==> src/hdl/lpm_map.svh <==
// register offsets, field positions, reset values and timing counts
// assumes the includer needs nothing else; definitions only
`ifndef LPM_MAP_SVH
`define LPM_MAP_SVH
`define LPM_CTRL_OFS     12'h000
`define LPM_STAT_OFS     12'h004
`define LPM_CTRL_STOP_PERMIT   0
`define LPM_CTRL_DEBUG_PERMIT  1
`define LPM_CTRL_BO_ON         2
`define LPM_CTRL_BO_SLEEP      3
`define LPM_CTRL_PD_SEL        4
`define LPM_CTRL_PPD_SEL       5
`define LPM_CTRL_W             6
`define LPM_CTRL_RESET   6'h00
`define LPM_STAT_PARTIAL_DOWN_WAKE_FLAG          0
`define LPM_STAT_PDF           1
`define LPM_STAT_ACK           2
`define LPM_STAT_LATCH         3
`define LPM_STAT_MODE_LSB      8
`define LPM_CLK_NS             5
`define LPM_RST_HOLD_NS        10
`define LPM_RST_HOLD_CYC ((`LPM_RST_HOLD_NS + `LPM_CLK_NS - 1) / `LPM_CLK_NS)
`endif

==> src/hdl/lpm_pkg.sv <==
// types shared by the mode controller and its surroundings
// assumes no other package
package lpm_pkg;
    typedef enum logic [6:0] {
        MODE_RST   = 7'h01,
        MODE_RUN   = 7'h02,
        MODE_DEBUG = 7'h04,
        MODE_WAIT  = 7'h08,
        MODE_STOP3 = 7'h10,
        MODE_STOP2 = 7'h20,
        MODE_STOP1 = 7'h40
    } mode_type;
    typedef enum logic [2:0] {
        CMD_MEM        = 3'h0,
        CMD_MEM_STATUS = 3'h1,
        CMD_DBG_REG    = 3'h2,
        CMD_FORCE      = 3'h3,
        CMD_CPU_REG    = 3'h4,
        CMD_TRACE      = 3'h5,
        CMD_RESUME     = 3'h6
    } dbg_cmd_type;
    typedef struct packed {
        logic        valid;
        dbg_cmd_type cmd;
    } dbg_req_type;
    typedef struct packed {
        logic accept;
        logic stop_err;
    } dbg_resp_type;
    typedef struct packed {
        logic periodic;
        logic brownout;
        logic converter;
        logic ext_irq;
        logic key;
    } wake_src_type;
endpackage

==> src/hdl/low_power_mode_controller.sv <==
// low power mode controller: debug, wait and stop mode sequencing
// assumes one 200 MHz clock, an AHB-Lite master, and a core that
// pulses its instruction strobes for one cycle while running
// Notes on behaviour
// - debug mode entered by strap at reset, force command, instruction or breakpoints
// - in debug mode the core is suspended; only a trace command opens its clock, for one cycle
// - memory, status memory, debug register and force commands accepted in run
// - core register, trace and resume only accepted in debug mode
// - wait stops the core clock and clears the interrupt mask
// - an interrupt in wait resumes the core through interrupt stacking
// - wait, or stop3 with debug permit, accept only force and status memory; status memory reports error
// - force command during wait enters debug mode
// - stop with stop permit 0 gives an illegal opcode reset
// - every stop mode halts bus and core clocks
// - stop with debug permit 1 enters stop3 keeping debug clock and regulator
// - both brownout bits 1 without debug permit give stop3 with regulator on
// - else power down select picks stop3, stop2 or stop1
// - stop3 keeps all state, memory and pin states
// - stop3 leaves on reset pin via reset vector, or on wake interrupts
// - with debug permit, force command wakes stop into debug mode
// - entering stop2 latches all pin controls
// - in stop1 and stop2 the wake pin low or periodic wake wakes
// - stop1 or stop2 wake acts as power-on reset with brownout hold
// - stop2 wake sets partial flag; flag and latches held until acknowledge
// - stop1 sends pins to reset state; its wake sets full flag until acknowledge
// - reset release with strap high runs from the reset vector
//
// Added by the designer: the address map and the AHB-Lite register port.
`timescale 1ns/100ps
`include "lpm_map.svh"
module low_power_mode_controller #(
    parameter int ADDR_W = 12
) (
    input  wire logic                 clock_i,
    input  wire logic                 reset_n_i,
    input  wire logic                 hsel_i,
    input  wire logic [ADDR_W-1:0]    haddr_i,
    input  wire logic [1:0]           htrans_i,
    input  wire logic                 hwrite_i,
    input  wire logic [2:0]           hsize_i,
    input  wire logic [31:0]          hwdata_i,
    input  wire logic                 hready_i,
    output logic                      hreadyout_o,
    output logic                      hresp_o,
    output logic [31:0]               hrdata_o,
    input  wire logic                 wait_instr_i,
    input  wire logic                 stop_instr_i,
    input  wire logic                 enter_debug_instr_i,
    input  wire logic                 debug_ctrl_break_i,
    input  wire logic                 debug_unit_break_i,
    input  wire logic                 force_debug_reset_i,
    input  wire logic                 irq_pending_i,
    input  wire lpm_pkg::wake_src_type wake_irq_i,
    input  wire lpm_pkg::dbg_req_type dbg_req_i,
    output lpm_pkg::dbg_resp_type     dbg_resp_o,
    input  wire logic                 debug_mode_select_pin_i,
    input  wire logic                 wake_pin_i,
    input  wire logic                 reset_pin_n_i,
    input  wire logic                 supply_low_i,
    output lpm_pkg::mode_type         mode_o,
    output logic                      cpu_clock_en_o,
    output logic                      bus_clock_en_o,
    output logic                      debug_clock_en_o,
    output logic                      regulator_full_o,
    output logic                      core_reset_o,
    output logic                      illegal_opcode_reset_o,
    output logic                      reset_vector_fetch_o,
    output logic                      irq_vector_take_o,
    output logic                      clear_imask_o,
    output logic                      pin_latch_o,
    output logic                      pins_to_reset_o,
    output logic                      wake_pin_input_mode_o
);
    localparam int RST_HOLD = `LPM_RST_HOLD_CYC;

    if (ADDR_W < 4) begin : g_chk
        $error("ADDR_W too small for the register map");
    end

    // pins: two flops each, only the second stage is read
    logic [3:0] pin_raw;
    logic [3:0] sync1_r;
    logic [3:0] sync2_r;
    assign pin_raw = {supply_low_i, reset_pin_n_i, wake_pin_i, debug_mode_select_pin_i};
    for (genvar i = 0; i < 4; i++) begin : g_sync
        always_ff @(posedge clock_i) begin
            sync1_r[i] <= pin_raw[i];
            sync2_r[i] <= sync1_r[i];
        end
    end
    logic dbgsel_s;
    logic wake_pin_s;
    logic reset_pin_s;
    logic supply_low_s;
    assign dbgsel_s     = sync2_r[0];
    assign wake_pin_s   = sync2_r[1];
    assign reset_pin_s  = sync2_r[2];
    assign supply_low_s = sync2_r[3];

    lpm_pkg::mode_type mode_r;
    lpm_pkg::mode_type mode_nxt;
    logic [`LPM_CTRL_W-1:0] ctrl_r;
    logic partial_down_wake_flag_r;
    logic pdf_r;
    logic latch_r;
    logic por_like_r;
    logic stop_dbg_r;
    logic stop_reg_r;
    logic step_r;
    logic [1:0] rst_cnt_r;
    logic ack_wr;

    // stop mode choice from the control bits
    lpm_pkg::mode_type stop_sel;
    always_comb begin
        if (ctrl_r[`LPM_CTRL_DEBUG_PERMIT]) begin
            stop_sel = lpm_pkg::MODE_STOP3;
        end else if (ctrl_r[`LPM_CTRL_BO_ON] && ctrl_r[`LPM_CTRL_BO_SLEEP]) begin
            stop_sel = lpm_pkg::MODE_STOP3;
        end else if (!ctrl_r[`LPM_CTRL_PD_SEL]) begin
            stop_sel = lpm_pkg::MODE_STOP3;
        end else if (ctrl_r[`LPM_CTRL_PPD_SEL]) begin
            stop_sel = lpm_pkg::MODE_STOP2;
        end else begin
            stop_sel = lpm_pkg::MODE_STOP1;
        end
    end

    // debug command gating per mode
    logic cmd_ok;
    logic force_cmd;
    logic resume_cmd;
    logic trace_cmd;
    logic low_cmd;
    logic dbg_live;
    assign low_cmd  = (dbg_req_i.cmd == lpm_pkg::CMD_FORCE) ||
                      (dbg_req_i.cmd == lpm_pkg::CMD_MEM_STATUS);
    // stopped debug logic has no clock unless stop3 kept it
    assign dbg_live = (mode_r == lpm_pkg::MODE_WAIT) ||
                      ((mode_r == lpm_pkg::MODE_STOP3) && stop_dbg_r);
    always_comb begin
        case (mode_r)
            lpm_pkg::MODE_RUN: begin
                cmd_ok = dbg_req_i.cmd <= lpm_pkg::CMD_FORCE;
            end
            lpm_pkg::MODE_DEBUG: begin
                cmd_ok = 1'b1;
            end
            default: begin
                cmd_ok = dbg_live && low_cmd;
            end
        endcase
    end
    assign force_cmd  = dbg_req_i.valid && cmd_ok && (dbg_req_i.cmd == lpm_pkg::CMD_FORCE);
    assign resume_cmd = dbg_req_i.valid && cmd_ok && (dbg_req_i.cmd == lpm_pkg::CMD_RESUME);
    assign trace_cmd  = dbg_req_i.valid && cmd_ok && (dbg_req_i.cmd == lpm_pkg::CMD_TRACE);

    logic any_wake3;
    assign any_wake3 = |wake_irq_i;

    always_comb begin
        mode_nxt = mode_r;
        case (mode_r)
            lpm_pkg::MODE_RST: begin
                // brownout holds reset while supply is low
                if (rst_cnt_r == 2'h0 && !supply_low_s) begin
                    if (por_like_r && !dbgsel_s) begin
                        mode_nxt = lpm_pkg::MODE_DEBUG;
                    end else begin
                        mode_nxt = lpm_pkg::MODE_RUN;
                    end
                end
            end
            lpm_pkg::MODE_RUN: begin
                if (force_cmd || enter_debug_instr_i ||
                    debug_ctrl_break_i || debug_unit_break_i) begin
                    mode_nxt = lpm_pkg::MODE_DEBUG;
                end else if (stop_instr_i) begin
                    if (!ctrl_r[`LPM_CTRL_STOP_PERMIT]) begin
                        mode_nxt = lpm_pkg::MODE_RST;
                    end else begin
                        mode_nxt = stop_sel;
                    end
                end else if (wait_instr_i) begin
                    mode_nxt = lpm_pkg::MODE_WAIT;
                end
            end
            lpm_pkg::MODE_DEBUG: begin
                if (resume_cmd) begin
                    mode_nxt = lpm_pkg::MODE_RUN;
                end
            end
            lpm_pkg::MODE_WAIT: begin
                if (force_cmd) begin
                    mode_nxt = lpm_pkg::MODE_DEBUG;
                end else if (irq_pending_i) begin
                    mode_nxt = lpm_pkg::MODE_RUN;
                end
            end
            lpm_pkg::MODE_STOP3: begin
                if (!reset_pin_s) begin
                    mode_nxt = lpm_pkg::MODE_RST;
                end else if (force_cmd) begin
                    mode_nxt = lpm_pkg::MODE_DEBUG;
                end else if (any_wake3) begin
                    mode_nxt = lpm_pkg::MODE_RUN;
                end
            end
            lpm_pkg::MODE_STOP2, lpm_pkg::MODE_STOP1: begin
                if (!wake_pin_s || wake_irq_i.periodic) begin
                    mode_nxt = lpm_pkg::MODE_RST;
                end
            end
            default: begin
                mode_nxt = lpm_pkg::MODE_RST;
            end
        endcase
        // a forced debug reset restarts the sequence from any mode but reset
        if (force_debug_reset_i && mode_r != lpm_pkg::MODE_RST) begin
            mode_nxt = lpm_pkg::MODE_RST;
        end
    end

    always_ff @(posedge clock_i) begin
        if (!reset_n_i) begin
            mode_r <= lpm_pkg::MODE_RST;
        end else begin
            mode_r <= mode_nxt;
        end
    end

    logic deep_wake;
    logic enter_rst;
    assign deep_wake = ((mode_r == lpm_pkg::MODE_STOP2) || (mode_r == lpm_pkg::MODE_STOP1)) &&
                       (mode_nxt == lpm_pkg::MODE_RST);
    assign enter_rst = (mode_r != lpm_pkg::MODE_RST) && (mode_nxt == lpm_pkg::MODE_RST);

    // reset hold counter and kind of reset for the strap check
    always_ff @(posedge clock_i) begin
        if (!reset_n_i) begin
            rst_cnt_r  <= 2'(RST_HOLD);
            por_like_r <= 1'b1;
        end else if (enter_rst) begin
            rst_cnt_r  <= 2'(RST_HOLD);
            por_like_r <= deep_wake || force_debug_reset_i;
        end else if (mode_r == lpm_pkg::MODE_RST && rst_cnt_r != 2'h0) begin
            rst_cnt_r <= rst_cnt_r - 2'h1;
        end
    end

    // a forced debug reset outside the sequencer arrives as a request
    // held until the controller is back in reset
    logic fdr_pend_r;
    always_ff @(posedge clock_i) begin
        if (!reset_n_i) begin
            fdr_pend_r <= 1'b0;
        end else if (force_debug_reset_i) begin
            fdr_pend_r <= 1'b1;
        end else if (mode_r == lpm_pkg::MODE_RST) begin
            fdr_pend_r <= 1'b0;
        end
    end

    // stop entry flavour latched for the duration of the stop
    always_ff @(posedge clock_i) begin
        if (!reset_n_i) begin
            stop_dbg_r <= 1'b0;
            stop_reg_r <= 1'b0;
        end else if (mode_r == lpm_pkg::MODE_RUN && mode_nxt == stop_sel) begin
            stop_dbg_r <= ctrl_r[`LPM_CTRL_DEBUG_PERMIT];
            stop_reg_r <= ctrl_r[`LPM_CTRL_DEBUG_PERMIT] ||
                          (ctrl_r[`LPM_CTRL_BO_ON] && ctrl_r[`LPM_CTRL_BO_SLEEP]);
        end
    end

    // single trace step opens the core clock for one cycle
    always_ff @(posedge clock_i) begin
        if (!reset_n_i) begin
            step_r <= 1'b0;
        end else begin
            step_r <= trace_cmd && (mode_r == lpm_pkg::MODE_DEBUG);
        end
    end

    // one cycle event pulses towards the core
    logic ill_r;
    logic rvec_r;
    logic ivec_r;
    logic imask_r;
    always_ff @(posedge clock_i) begin
        if (!reset_n_i) begin
            ill_r   <= 1'b0;
            rvec_r  <= 1'b0;
            ivec_r  <= 1'b0;
            imask_r <= 1'b0;
        end else begin
            ill_r   <= mode_r == lpm_pkg::MODE_RUN && stop_instr_i &&
                       mode_nxt == lpm_pkg::MODE_RST && !ctrl_r[`LPM_CTRL_STOP_PERMIT];
            rvec_r  <= mode_r == lpm_pkg::MODE_RST &&
                       mode_nxt == lpm_pkg::MODE_RUN;
            ivec_r  <= (mode_r == lpm_pkg::MODE_WAIT || mode_r == lpm_pkg::MODE_STOP3) &&
                       mode_nxt == lpm_pkg::MODE_RUN;
            imask_r <= mode_r == lpm_pkg::MODE_RUN &&
                       mode_nxt == lpm_pkg::MODE_WAIT;
        end
    end

    // recovery flags and pin latch: a wake, or for the latch stop2, in the acknowledge cycle wins
    always_ff @(posedge clock_i) begin
        if (!reset_n_i) begin
            partial_down_wake_flag_r  <= 1'b0;
            pdf_r   <= 1'b0;
            latch_r <= 1'b0;
        end else begin
            if (deep_wake && mode_r == lpm_pkg::MODE_STOP2) begin
                partial_down_wake_flag_r <= 1'b1;
            end else if (ack_wr) begin
                partial_down_wake_flag_r <= 1'b0;
            end
            if (deep_wake && mode_r == lpm_pkg::MODE_STOP1) begin
                pdf_r <= 1'b1;
            end else if (ack_wr) begin
                pdf_r <= 1'b0;
            end
            if (mode_nxt == lpm_pkg::MODE_STOP2) begin
                latch_r <= 1'b1;
            end else if (ack_wr) begin
                latch_r <= 1'b0;
            end
        end
    end

    // AHB-Lite slave, zero wait states, always OKAY
    logic            dph_wr_r;
    logic [ADDR_W-1:0] dph_addr_r;
    logic            aph;
    assign aph = hsel_i && hready_i && htrans_i[1];
    always_ff @(posedge clock_i) begin
        if (!reset_n_i) begin
            dph_wr_r   <= 1'b0;
            dph_addr_r <= '0;
        end else if (hready_i) begin
            dph_wr_r   <= aph && hwrite_i;
            dph_addr_r <= haddr_i;
        end
    end
    logic wr_ctrl;
    assign wr_ctrl = dph_wr_r && dph_addr_r[3:0] == 4'(`LPM_CTRL_OFS);
    assign ack_wr  = dph_wr_r && dph_addr_r[3:0] == 4'(`LPM_STAT_OFS) &&
                     hwdata_i[`LPM_STAT_ACK];

    // control bits return to defaults on a stop2 or stop1 wake
    always_ff @(posedge clock_i) begin
        if (!reset_n_i) begin
            ctrl_r <= `LPM_CTRL_RESET;
        end else if (deep_wake) begin
            ctrl_r <= `LPM_CTRL_RESET;
        end else if (wr_ctrl) begin
            ctrl_r <= hwdata_i[`LPM_CTRL_W-1:0];
        end
    end

    logic [31:0] rd_nxt;
    always_comb begin
        rd_nxt = 32'h0000_0000;
        if (haddr_i[3:0] == 4'(`LPM_CTRL_OFS)) begin
            rd_nxt[`LPM_CTRL_W-1:0] = ctrl_r;
        end else if (haddr_i[3:0] == 4'(`LPM_STAT_OFS)) begin
            rd_nxt[`LPM_STAT_PARTIAL_DOWN_WAKE_FLAG]  = partial_down_wake_flag_r;
            rd_nxt[`LPM_STAT_PDF]   = pdf_r;
            rd_nxt[`LPM_STAT_LATCH] = latch_r;
            rd_nxt[`LPM_STAT_MODE_LSB +: 7] = mode_r;
        end
    end
    always_ff @(posedge clock_i) begin
        if (!reset_n_i) begin
            hrdata_o <= 32'h0000_0000;
        end else if (aph && !hwrite_i) begin
            hrdata_o <= rd_nxt;
        end
    end
    assign hreadyout_o = 1'b1;
    assign hresp_o     = 1'b0;

    // debug command answer, one cycle after the request
    always_ff @(posedge clock_i) begin
        if (!reset_n_i) begin
            dbg_resp_o <= '0;
        end else begin
            dbg_resp_o.accept   <= dbg_req_i.valid && cmd_ok;
            dbg_resp_o.stop_err <= dbg_req_i.valid && cmd_ok && dbg_live &&
                                   dbg_req_i.cmd == lpm_pkg::CMD_MEM_STATUS;
        end
    end

    logic in_stop;
    assign in_stop = mode_r == lpm_pkg::MODE_STOP3 || mode_r == lpm_pkg::MODE_STOP2 ||
                     mode_r == lpm_pkg::MODE_STOP1;
    assign mode_o                 = mode_r;
    assign cpu_clock_en_o         = mode_r == lpm_pkg::MODE_RUN || step_r;
    assign bus_clock_en_o         = !in_stop;
    assign debug_clock_en_o       = !in_stop || stop_dbg_r;
    assign regulator_full_o       = !in_stop || stop_reg_r;
    // stop3 gates clocks and may lower the regulator but resets nothing, so all state is kept as is
    assign core_reset_o           = mode_r == lpm_pkg::MODE_RST || fdr_pend_r;
    assign illegal_opcode_reset_o = ill_r;
    assign reset_vector_fetch_o   = rvec_r;
    assign irq_vector_take_o      = ivec_r;
    assign clear_imask_o          = imask_r;
    assign pin_latch_o            = latch_r;
    assign pins_to_reset_o        = mode_r == lpm_pkg::MODE_STOP1;
    assign wake_pin_input_mode_o  = mode_r == lpm_pkg::MODE_STOP2 ||
                                    mode_r == lpm_pkg::MODE_STOP1;
endmodule

==> config.mk <==
export PLATFORM = sky130hd
export DESIGN_NAME = low_power_mode_controller
export DESIGN_NICKNAME = d
export VERILOG_FILES = /design/src/hdl/lpm_pkg.sv /design/src/hdl/low_power_mode_controller.sv
export VERILOG_INCLUDE_DIRS = /design/src /design/src/hdl
export SDC_FILE = /design/constraint.sdc
export NUM_CORES = 1
export LEC_CHECK = 0
export BUFFER_PORTS_ARGS = -buffer_cell sky130_fd_sc_hd__buf_2
export CELL_PAD_IN_SITES_DETAIL_PLACEMENT = 0
export CELL_PAD_IN_SITES_GLOBAL_PLACEMENT = 1
export CORE_MARGIN = 8
export CORE_UTILIZATION = 30
export DETAILED_ROUTE_END_ITERATION = 8
export PLACE_DENSITY = 0.82
export SETUP_SLACK_MARGIN = 0.2
export SKIP_CTS_REPAIR_TIMING = 1
export SLEW_MARGIN = 10
export SYNTH_ARGS = -nofsm -noshare
export SYNTH_HDL_FRONTEND = slang
export SYNTH_SLANG_ARGS = --single-unit
==> constraint.sdc <==
create_clock -name clock_i -period 1.93 [get_ports clock_i]
set_input_delay 0.386 -clock clock_i [delete_from_list [all_inputs] [get_ports clock_i]]
set_output_delay 0.386 -clock clock_i [all_outputs]
set_load 0.05 [all_outputs]
* Yosys cells after proc, flatten, opt, wreduce, memory -nomap -nowiden
Index checks and enable logic that the tools add are counted.
** Storage, ports and cells
- Register bits :: 55
- Bits of input ports :: 74
- Output and inout bits :: 55
- Logic and storage cells :: 150
** Operators by class
- Add/sub/neg operators :: 1
- $lt $le $gt $ge :: 1
- Eq/ne operators :: 19
- Multiplexer cells :: 34
- Bitwise logic cells :: 1
- Reductions and logical operators :: 66
** Operators by type and width (number)
- $mux 7 :: 19
- $pmux 7 s6 :: 1
- $logic_and 1x1->1 :: 32
- $logic_or 1x1->1 :: 16
- $eq 7x1->1 const B :: 2
- $eq 7x2->1 const B :: 2
- $eq 7x4->1 const B :: 2
- $eq 7x6->1 const B :: 2
- $reduce_bool 2->1 :: 5
- $mux 1 :: 9
- $eq 4x3->1 const B :: 2
- $logic_not 4->1 :: 2
- $eq 7x3->1 const B :: 1
- $eq 7x5->1 const B :: 1
- $eq 7x7->1 :: 1
- $eq 7x7->1 const B :: 1
- $ne 7x1->1 const B :: 1
- $eq 3x3->1 const B :: 2
- $logic_not 1->1 :: 6
- $mux 2 :: 3
- $reduce_or 2->1 :: 3
- $reduce_or 5->1 :: 1
- $eq 3x1->1 const B :: 1
- $eq 3x2->1 const B :: 1
- other kinds (6) :: 6

* Longest topological paths before layout
Gate-level depths: netlist of run 1.
- Word-level depth :: 17
- Depth in mapped cells :: 8
- Depth with buffers taken out :: 8

* Worst setup path after synthesis of run 1
No wires, ideal clock.
- Kind :: flip-flop to flip-flop
- Start point :: register mode_r[1], in the netlist mode_o[1]
- End point :: register ctrl_r[0]
- Setup time :: 132 ps
- Data arrival time :: 2125 ps
- Data required time :: 1798 ps
- Setup slack :: -327 ps
- Stages on the path, launching flop included :: 8
- Period minus slack after synthesis :: 2257 ps
- Cells stage by stage :: dfxtp_1 -> buf_2 -> nor3b_1 -> nand2_1 -> nor3b_1 -> a31oi_2 -> a21oi_2 -> nor3_1
** Between the ends
- Word-level cells in the longest chain between the ends :: 16
- Elaborated cells on any way between the ends :: 37
- Classes of those cells :: eq/ne: 9; mux: 14; reduce/logical: 14
** RTL lines
- start: declaration :: line low_power_mode_controller.sv:100 : lpm_pkg::mode_type mode_r;
- start signal: assignment :: line low_power_mode_controller.sv:226 : mode_r <= lpm_pkg::MODE_RST;
- start signal: assignment :: line low_power_mode_controller.sv:228 : mode_r <= mode_nxt;
- $eq 7x5->1 :: line low_power_mode_controller.sv:140, low_power_mode_controller.sv:163
- $logic_and 1x1->1 :: line low_power_mode_controller.sv:140 : ((mode_r == lpm_pkg::MODE_STOP3) && stop_dbg_r);
- $logic_or 1x1->1 :: line low_power_mode_controller.sv:139 : assign dbg_live = (mode_r == lpm_pkg::MODE_WAIT) ||
- $logic_and 1x1->1 :: line low_power_mode_controller.sv:150 : cmd_ok = dbg_live && low_cmd;
- $pmux 1 s2 :: line low_power_mode_controller.sv:142 : case (mode_r)
- $logic_and 1x1->1 :: line low_power_mode_controller.sv:154, low_power_mode_controller.sv:155
- $logic_and 1x1->1 :: line low_power_mode_controller.sv:154 : assign force_cmd = dbg_req_i.valid && cmd_ok && (dbg_req_i.cmd == lpm_pkg::CMD_FORCE);
- $logic_or 1x1->1 (2 in a row) :: line low_power_mode_controller.sv:175 : if (force_cmd || enter_debug_instr_i ||
- $logic_or 1x1->1 :: line low_power_mode_controller.sv:176 : debug_ctrl_break_i || debug_unit_break_i) begin
- $mux 7 :: line low_power_mode_controller.sv:175
- $pmux 7 s6 :: line low_power_mode_controller.sv:163 : case (mode_r)
- $mux 7 :: line low_power_mode_controller.sv:219 : if (force_debug_reset_i && mode_r != lpm_pkg::MODE_RST) begin
- $eq 7x1->1 :: line low_power_mode_controller.sv:235 : (mode_nxt == lpm_pkg::MODE_RST);
- $logic_and 1x1->1 (*) :: line low_power_mode_controller.sv:234 : assign deep_wake = ((mode_r == lpm_pkg::MODE_STOP2) || (mode_r == lpm_pkg::MODE_STOP1)) &&
- $reduce_or 2->1 (no source line) (*)
- end signal: assignment :: line low_power_mode_controller.sv:355 : ctrl_r <= `LPM_CTRL_RESET;
- end signal: assignment :: line low_power_mode_controller.sv:357 : ctrl_r <= `LPM_CTRL_RESET;
- end signal: assignment :: line low_power_mode_controller.sv:359 : ctrl_r <= hwdata_i[`LPM_CTRL_W-1:0];
- end: declaration :: line low_power_mode_controller.sv:102 : logic [`LPM_CTRL_W-1:0] ctrl_r;
Every way passes the cells marked *; elsewhere a longest branch is shown, timed or not.
A chain may end at the register's enable or synchronous reset.

* Worst setup path after layout of run 1
- Start point :: register mode_r[3], in the netlist mode_o[3]
- End point :: register imask_r, in the netlist clear_imask_o
** Between the ends
- Word-level cells in the longest chain between the ends :: 15
- Elaborated cells on any way between the ends :: 35
- Classes of those cells :: eq/ne: 9; mux: 14; reduce/logical: 12
** RTL lines
- $eq 7x5->1 :: line low_power_mode_controller.sv:140, low_power_mode_controller.sv:163
- $logic_and 1x1->1 :: line low_power_mode_controller.sv:140
- $logic_or 1x1->1 :: line low_power_mode_controller.sv:139
- $logic_and 1x1->1 :: line low_power_mode_controller.sv:150
- $pmux 1 s2 :: line low_power_mode_controller.sv:142
- $logic_and 1x1->1 :: line low_power_mode_controller.sv:154, low_power_mode_controller.sv:155
- $logic_and 1x1->1 :: line low_power_mode_controller.sv:154
- $logic_or 1x1->1 (2 in a row) :: line low_power_mode_controller.sv:175
- $logic_or 1x1->1 :: line low_power_mode_controller.sv:176
- $mux 7 :: line low_power_mode_controller.sv:175
- $pmux 7 s6 :: line low_power_mode_controller.sv:163
- $mux 7 :: line low_power_mode_controller.sv:219
- $eq 7x4->1 :: line low_power_mode_controller.sv:304 : mode_nxt == lpm_pkg::MODE_WAIT;
- $logic_and 1x1->1 (*) :: line low_power_mode_controller.sv:303 : imask_r <= mode_r == lpm_pkg::MODE_RUN &&
- end signal: assignment :: line low_power_mode_controller.sv:303
- end: declaration :: line low_power_mode_controller.sv:289 : logic imask_r;
Marked as above.

==> impl_results.md, run 1 <==
* Result of the run: finished, violations left
* Violated checks: negative setup slack
* Total power density per cell area at 849 nW/um^2
* Wire length of the first global-routing pass at 12800 um
* Cell-by-cell listing of the critical path: or4b_4 > a2bb2oi_2 > a2111oi_4 > buf_4 > o21ai_4 > and3b_1 > and2_1
* Number of design-rule violations left by the first detailed-router iteration at 165
* Post-synth cell types at 59
* Largest cells by area after synthesis: sky130_fd_sc_hd__dfxtp_1 41%, sky130_fd_sc_hd__buf_4 5.9%, sky130_fd_sc_hd__nor2_1 4.7%
* Peak clock frequency supported by timing at 0.467 GHz
* Peak ir drop on the vdd network at 0.460 mV
* Clock sink total at 55
* Required time of the critical path at 2190 ps
* Count of port buffers added during placement at 69
* Top post-synthesis cells by count: 55 x sky130_fd_sc_hd__dfxtp_1, 34 x sky130_fd_sc_hd__nor2_1, 21 x sky130_fd_sc_hd__buf_4
* Routed length per placed instance at 15.8 um
* Ratio of cells with drive above 1 in the final layout at 45.2%
* Setup Viol. Count Final at 27
* Maximum net fanout on the critical path at 6
* Count of antenna-violating nets left after detailed routing at 0
* Sequential fraction of design power at 38.1%
* Shortest clock period the worst path allows after layout at 2140 ps
* Largest net degree at the start of global routing at 20
* Area used by sequential logic in the layout at 1120 um^2
* Global routing usage on met2 at 21.3%
* Number of inserted filler cells in the final layout at 848
* Endpoint arrival time on the critical path at 2400 ps
* Largest stage delay, worst path at 540 ps
* Static Leakage at 0.00165 uW
* Clock root cell: sky130_fd_sc_hd__clkbuf_8
* Top-area cell type share of the netlist area at 40.9%
* Number of placed I/O pins at 129
* Combinational share of power at 41.0%
* Routability cong. at 0.809
* Busiest grt layer: met2
* Clock network latency to the later pin of the worst-skew pair at 320 ps
* TritonCTS clock tree: done
* Worst slack at placement at -170 ps
* Total global routing overflow at 0
* Area of the multi-input gates at 1680 um^2
* Post-Place Cell Area at 3460 um^2
* Critical-path top delay cell: sky130_fd_sc_hd__or4b_4
* PnR worst setup slack at -209 ps
* Largest area contributor in the netlist: sky130_fd_sc_hd__dfxtp_1
* Critical Setup Path Class: reg -> reg
* Synthesis Warnings at 0
* Ys flop type: sky130_fd_sc_hd__dfxtp_1
* Vias per inst at 4.98
* Period Utilization, post-route at 111%
* RSZ-0062 raised after global routing: true
* Cell area after technology mapping at 2690 um^2
* Post-synth ARST share at 0%
* Number of enable-type register cells in the synthesized netlist at 0
* Worst setup slack for register-to-register paths at -210 ps
* Final hold vios at 0
* HPWL reported at the end of detailed placement at 6420 um
* Count of standard-cell rows at 34
* Maximum clock path buffer count at 2
* Clock transition at the registers of the reported paths at 100 ps
* Final Max Slew Viols at 0
* Via count of the first global-routing pass at 2614
* DIE WIDTH at 111 um
* Number of maximum-capacitance violations at 0
* Proportion of total power due to net switching at 36.7%
* Setup TNS Final at -2900 ps
* Clk pwr share at 20.9%
* Number of storage elements in the synthesis netlist at 55
* Classification of the worst-slack hold path: in -> reg
* Critical path launch point type: register
* Total Wirelength at 8260 um
* Number of antenna violations at the first check in global routing at 0
* Post-Synthesis Mean Instance Area at 8.92 um^2
* Met3 track demand over resource at 3.46%
* Vias after detailed routing at 2607
* Ant. Diodes at 0
* Worst hold slack across all endpoints at 162 ps
* Design Area, Final at 3900 um^2
* Post-layout nets at 490
* Post-route clock skew at 10.3 ps
* Starting density of the core at 30.9%
* Seq/Total Area, Yosys at 40.9%
* Number of clock buffers inserted by TritonCTS at 5
* Die extent in y at 111 um
* Mapped Cells at 302
* Area of the core at 8720 um^2
* Cell Int Power at 2090 uW
* Area added between synthesis and finish at 44.8%
* CTS H-Tree Depth at 2
* Count leader, synth: sky130_fd_sc_hd__dfxtp_1
* Global Route Usage Sum at 12.5%
* Switch Pwr at 1220 uW
* Full die area at 12300 um^2
* Worst Setup End Kind: register
* Detailed-route DRC error count at 0
* Number of detailed-route iterations in the first pass at 4
* Global routing met1 resource utilization at 14.8%
## final cells by class
cell class / count / area share [%]
clock buffer: 7 / 2.21
sequential: 55 / 28.8
timing repair buffer: 121 / 21.3
tap: 108 / 3.46
inverter: 9 / 1.06
multi-input combinational: 223 / 42.9
clock inverter: 1 / 0.225
## cell usage in the layout, fill, tap and decap left out, drive strengths merged, types with 7 or more instances in the layout
master  Yosys  layout
clkbuf      6       7
nand2      16      16
inv         9       7
conb        2      21
a21oi      20      20
dfxtp      55      55
nor2       34      34
a22oi      15      15
nor3       11      11
mux2i      10      10
nand2b     10      10
buf        28     121
## power by group through the flow
stage	Combinational, uW	Sequential (uW)	Clock (uW)
global route	1440	1270	759
global placement	1090	1290	0
finish	1360	1260	693
floorplan	701	1330	0
CTS	1110	1260	708
detailed placement	1110	1290	0
## critical path, delay by kind of cell, from the launching register on
kind / cells / cell delay [ps]
and+or+nand+nor: 3 / 920
DFF: 1 / 360
buffers and inverters: 1 / 180
AOI/OAI and AO/OA: 3 / 620
## cell families (layout without fill, tap and decap cells)
group / Yosys count / in the layout / share of synthesized area, %
fa+ha+maj: 1 / 1 / 0.464
xor+xnor: 2 / 2 / 0.650
other cells: 2 / 21 / 0.279
mux: 10 / 10 / 3.72
buf+inv: 43 / 138 / 9.20
compound gates: 67 / 67 / 19.4
flops: 55 / 55 / 40.9
simple gates: 122 / 122 / 25.5
## sequential cells by signal (all words and copies together) (netlist names)
| name | cells |
|---|---|
| reset_vector_fetch_o | 1 |
| dbg_resp_o | 2 |
| rst_cnt_r | 2 |
| por_like_r | 1 |
| sync1_r | 4 |
| fdr_pend_r | 1 |
| hrdata_o | 13 |
| illegal_opcode_reset_o | 1 |
| pin_latch_o | 1 |
| supply_low_s | 1 |
| wake_pin_s | 1 |
| dbgsel_s | 1 |
| partial_down_wake_flag_r | 1 |
| clear_imask_o | 1 |
| dph_addr_r | 4 |
| ctrl_r | 6 |
| stop_reg_r | 1 |
| irq_vector_take_o | 1 |
| pdf_r | 1 |
| dph_wr_r | 1 |
| mode_o | 7 |
| step_r | 1 |
| reset_pin_s | 1 |
| stop_dbg_r | 1 |
## through the flow
| step | power [uW] | util, % | cells |
|---|---|---|---|
| floorplan | 2030 | - | 321 |
| global placement | 2370 | 39.7 | 504 |
| CTS | 3080 | 40.8 | 512 |
| global route | 3470 | 44.7 | 524 |
| detailed placement | 2400 | 39.7 | 504 |
| finish | 3310 | 44.7 | 524 |
## metal layers
layer / part of all wire, % / wire, um
met2: 50 / 4130
met3: 6.2 / 508
met1: 43 / 3530
met4: 1.1 / 89
met5: 0 / 0
## final timing paths
| path | from | endpoint | depth (start not counted) |
|---|---|---|---|
| setup / recovery | mode_o[3]$_SDFF_PN0_ | clear_imask_o$_SDFF_PN0_ | 7 |
| hold / removal | supply_low_i | sync1_r[3]$_DFF_P_ | 1 |
| setup reg to reg | mode_o[3]$_SDFF_PN0_ | clear_imask_o$_SDFF_PN0_ | 7 |
| hold reg to reg | sync1_r[3]$_DFF_P_ | supply_low_s$_DFF_P_ | 0 |
No activity file was read; power rests on OpenSTA's default activity.
==> run 2, diff against run 1 <==
CORE_UTILIZATION = 34   (was 30)
CTS_BUF_LIST = sky130_fd_sc_hd__clkbuf_4 sky130_fd_sc_hd__clkbuf_8   (was not set)
PLACE_DENSITY = 0.87   (was 0.82)
clock period = 2.3 ns   (was 1.93 ns; I/O delays follow)
==> impl_results.md, run 2 (synthesis results as in run 1) <==
* Commonest cells after routing, fill and taps aside: 64 x sky130_fd_sc_hd__buf_2, 48 x sky130_fd_sc_hd__dfxtp_1, 29 x sky130_fd_sc_hd__nor2_1
* Total Wirelength at 7780 um
* Leading cell type in the layout, fill and taps excluded: sky130_fd_sc_hd__buf_2
* Clock transition at the registers of the reported paths at 100 ps
* CTS H-Tree Depth at 2
* Post-layout total power at 2440 uW
* Area added between synthesis and finish at 27.4%
* Clock root cell: sky130_fd_sc_hd__clkbuf_8
* Number of clock buffers inserted by TritonCTS at 5
* RSZ-0062 raised after global routing: true
* Critical-path top delay cell: sky130_fd_sc_hd__or4b_4
* Static Leakage at 0.00147 uW
* Worst Setup End Kind: register
* Largest stage delay, worst path at 490 ps
* Cell-by-cell listing of the critical path: or4b_4 > a2bb2oi_2 > a2111oi_4 > or2_4 > a21oi_2 > a32o_1
* Endpoint arrival time on the critical path at 2370 ps
* Count of standard-cell rows at 32
* Area of the multi-input gates at 1490 um^2
* Number of cells traversed by the worst register-to-register path at 6
* Total power density per cell area at 711 nW/um^2
* Number of inserted filler cells in the final layout at 771
* Peak clock frequency supported by timing at 0.464 GHz
* Critical Setup Path Class: reg -> reg
* Vias after detailed routing at 2549
* Final hold vios at 0
* Maximum clock path buffer count at 2
* Starting density of the core at 35.0%
* Die extent in y at 105 um
* Full die area at 11000 um^2
* Worst hold slack across all endpoints at 246 ps
* Area used by sequential logic in the layout at 1130 um^2
* TritonCTS clock tree: done
* Routed length per placed instance at 15.9 um
* DIE WIDTH at 105 um
* HPWL reported at the end of detailed placement at 5840 um
* Ratio of cells with drive above 1 in the final layout at 35.6%
* Maximum net fanout on the critical path at 12
* Critical path launch point type: register
* Setup Viol. Count Final at 0
* Area of the core at 7690 um^2
* Shortest clock period the worst path allows after layout at 2160 ps
* Detailed-route DRC error count at 0
* Classification of the worst-slack hold path: in -> reg
* Total global routing overflow at 0
* Peak ir drop on the vdd network at 0.334 mV
* Ant. Diodes at 0
* Global Route Usage Sum at 13.4%
* Number of design-rule violations left by the first detailed-router iteration at 176
* Wire length of the first global-routing pass at 12300 um
* Via count of the first global-routing pass at 2473
* Hold-critical path depth at 1
* Routability cong. at 0.833
* Post-layout nets at 462
* Final Max Slew Viols at 0
* Clock network latency to the later pin of the worst-skew pair at 310 ps
* Number of placed I/O pins at 129
* Count of port buffers added during placement at 69
* Result of the run: complete, no violations
* Required time of the critical path at 2510 ps
* Count of antenna-violating nets left after detailed routing at 0
* Number of antenna violations at the first check in global routing at 0
* Number of maximum-capacitance violations at 0
* Clock sink total at 55
* Number of detailed-route iterations in the first pass at 4
* Post-route clock skew at 10.3 ps
* Max FFs per register at 13
* Period Utilization, post-route at 93.8%
* Register containing the most flip-flops in the final layout: hrdata_o
* Vias per inst at 5.20
* Largest net degree at the start of global routing at 25
## run 2: cell types whose count changed in the layout (fill, tap and decap cells not counted), sizes merged
cell,delta
buf,-29
inv,+3
clkinvlp,-2
## run 2: final cells by class
| cell class | instances | share of cell area (%) |
|---|---|---|
| clock buffer | 6 | 2.41 |
| clock inverter | 2 | 0.401 |
| inverter | 9 | 0.984 |
| multi-input combinational | 223 | 43.4 |
| sequential | 55 | 32.8 |
| tap | 102 | 3.72 |
| timing repair buffer | 93 | 16.2 |
## run 2: worst max-delay path, delay by kind of cell, from the launching register on
kind            cells  cell delay, ps
flops               1             450
compound gates      4             910
simple gates        2             710
## run 2: layer usage
metal / vias to the layer above / GRT usage, % / part of all wire (%) / wire length [um]
li1: 1218 / - / - / -
met1: 1193 / 16.4 / 44 / 3390
met2: 123 / 22.1 / 48 / 3710
met3: 15 / 3.62 / 7.1 / 552
met4: 0 / 4.59 / 1.5 / 119
met5: - / 0 / 0 / 0
## run 2: metrics by stage
step	std cells	area, um^2	setup TNS [ps]	setup slack, ps	util [%]
after floorplan	321	2780	0	246	-
after global placement	474	3160	0	161	41.1
after detailed placement	474	3160	0	163	41.1
after CTS	482	3250	-253	-128	42.3
after global routing	490	3430	0	68.8	44.7
final	490	3430	0	143	44.7
## run 2: path summary, 6_finish.rpt
path | start | endpoint | slack, ps
max reg2reg | mode_o[5]$_SDFF_PN0_ | partial_down_wake_flag_r$_SDFFE_PN0P_ | 140
min | supply_low_i | sync1_r[3]$_DFF_P_ | 250
min reg2reg | sync1_r[0]$_DFF_P_ | dbgsel_s$_DFF_P_ | 340
max | mode_o[5]$_SDFF_PN0_ | partial_down_wake_flag_r$_SDFFE_PN0P_ | 140
## run 2: power by group
part,switching (uW),leakage (uW),internal (uW)
clock,321,0.0000516,247
sequential,63.5,0.000453,1010
combinational,514,0.000966,288
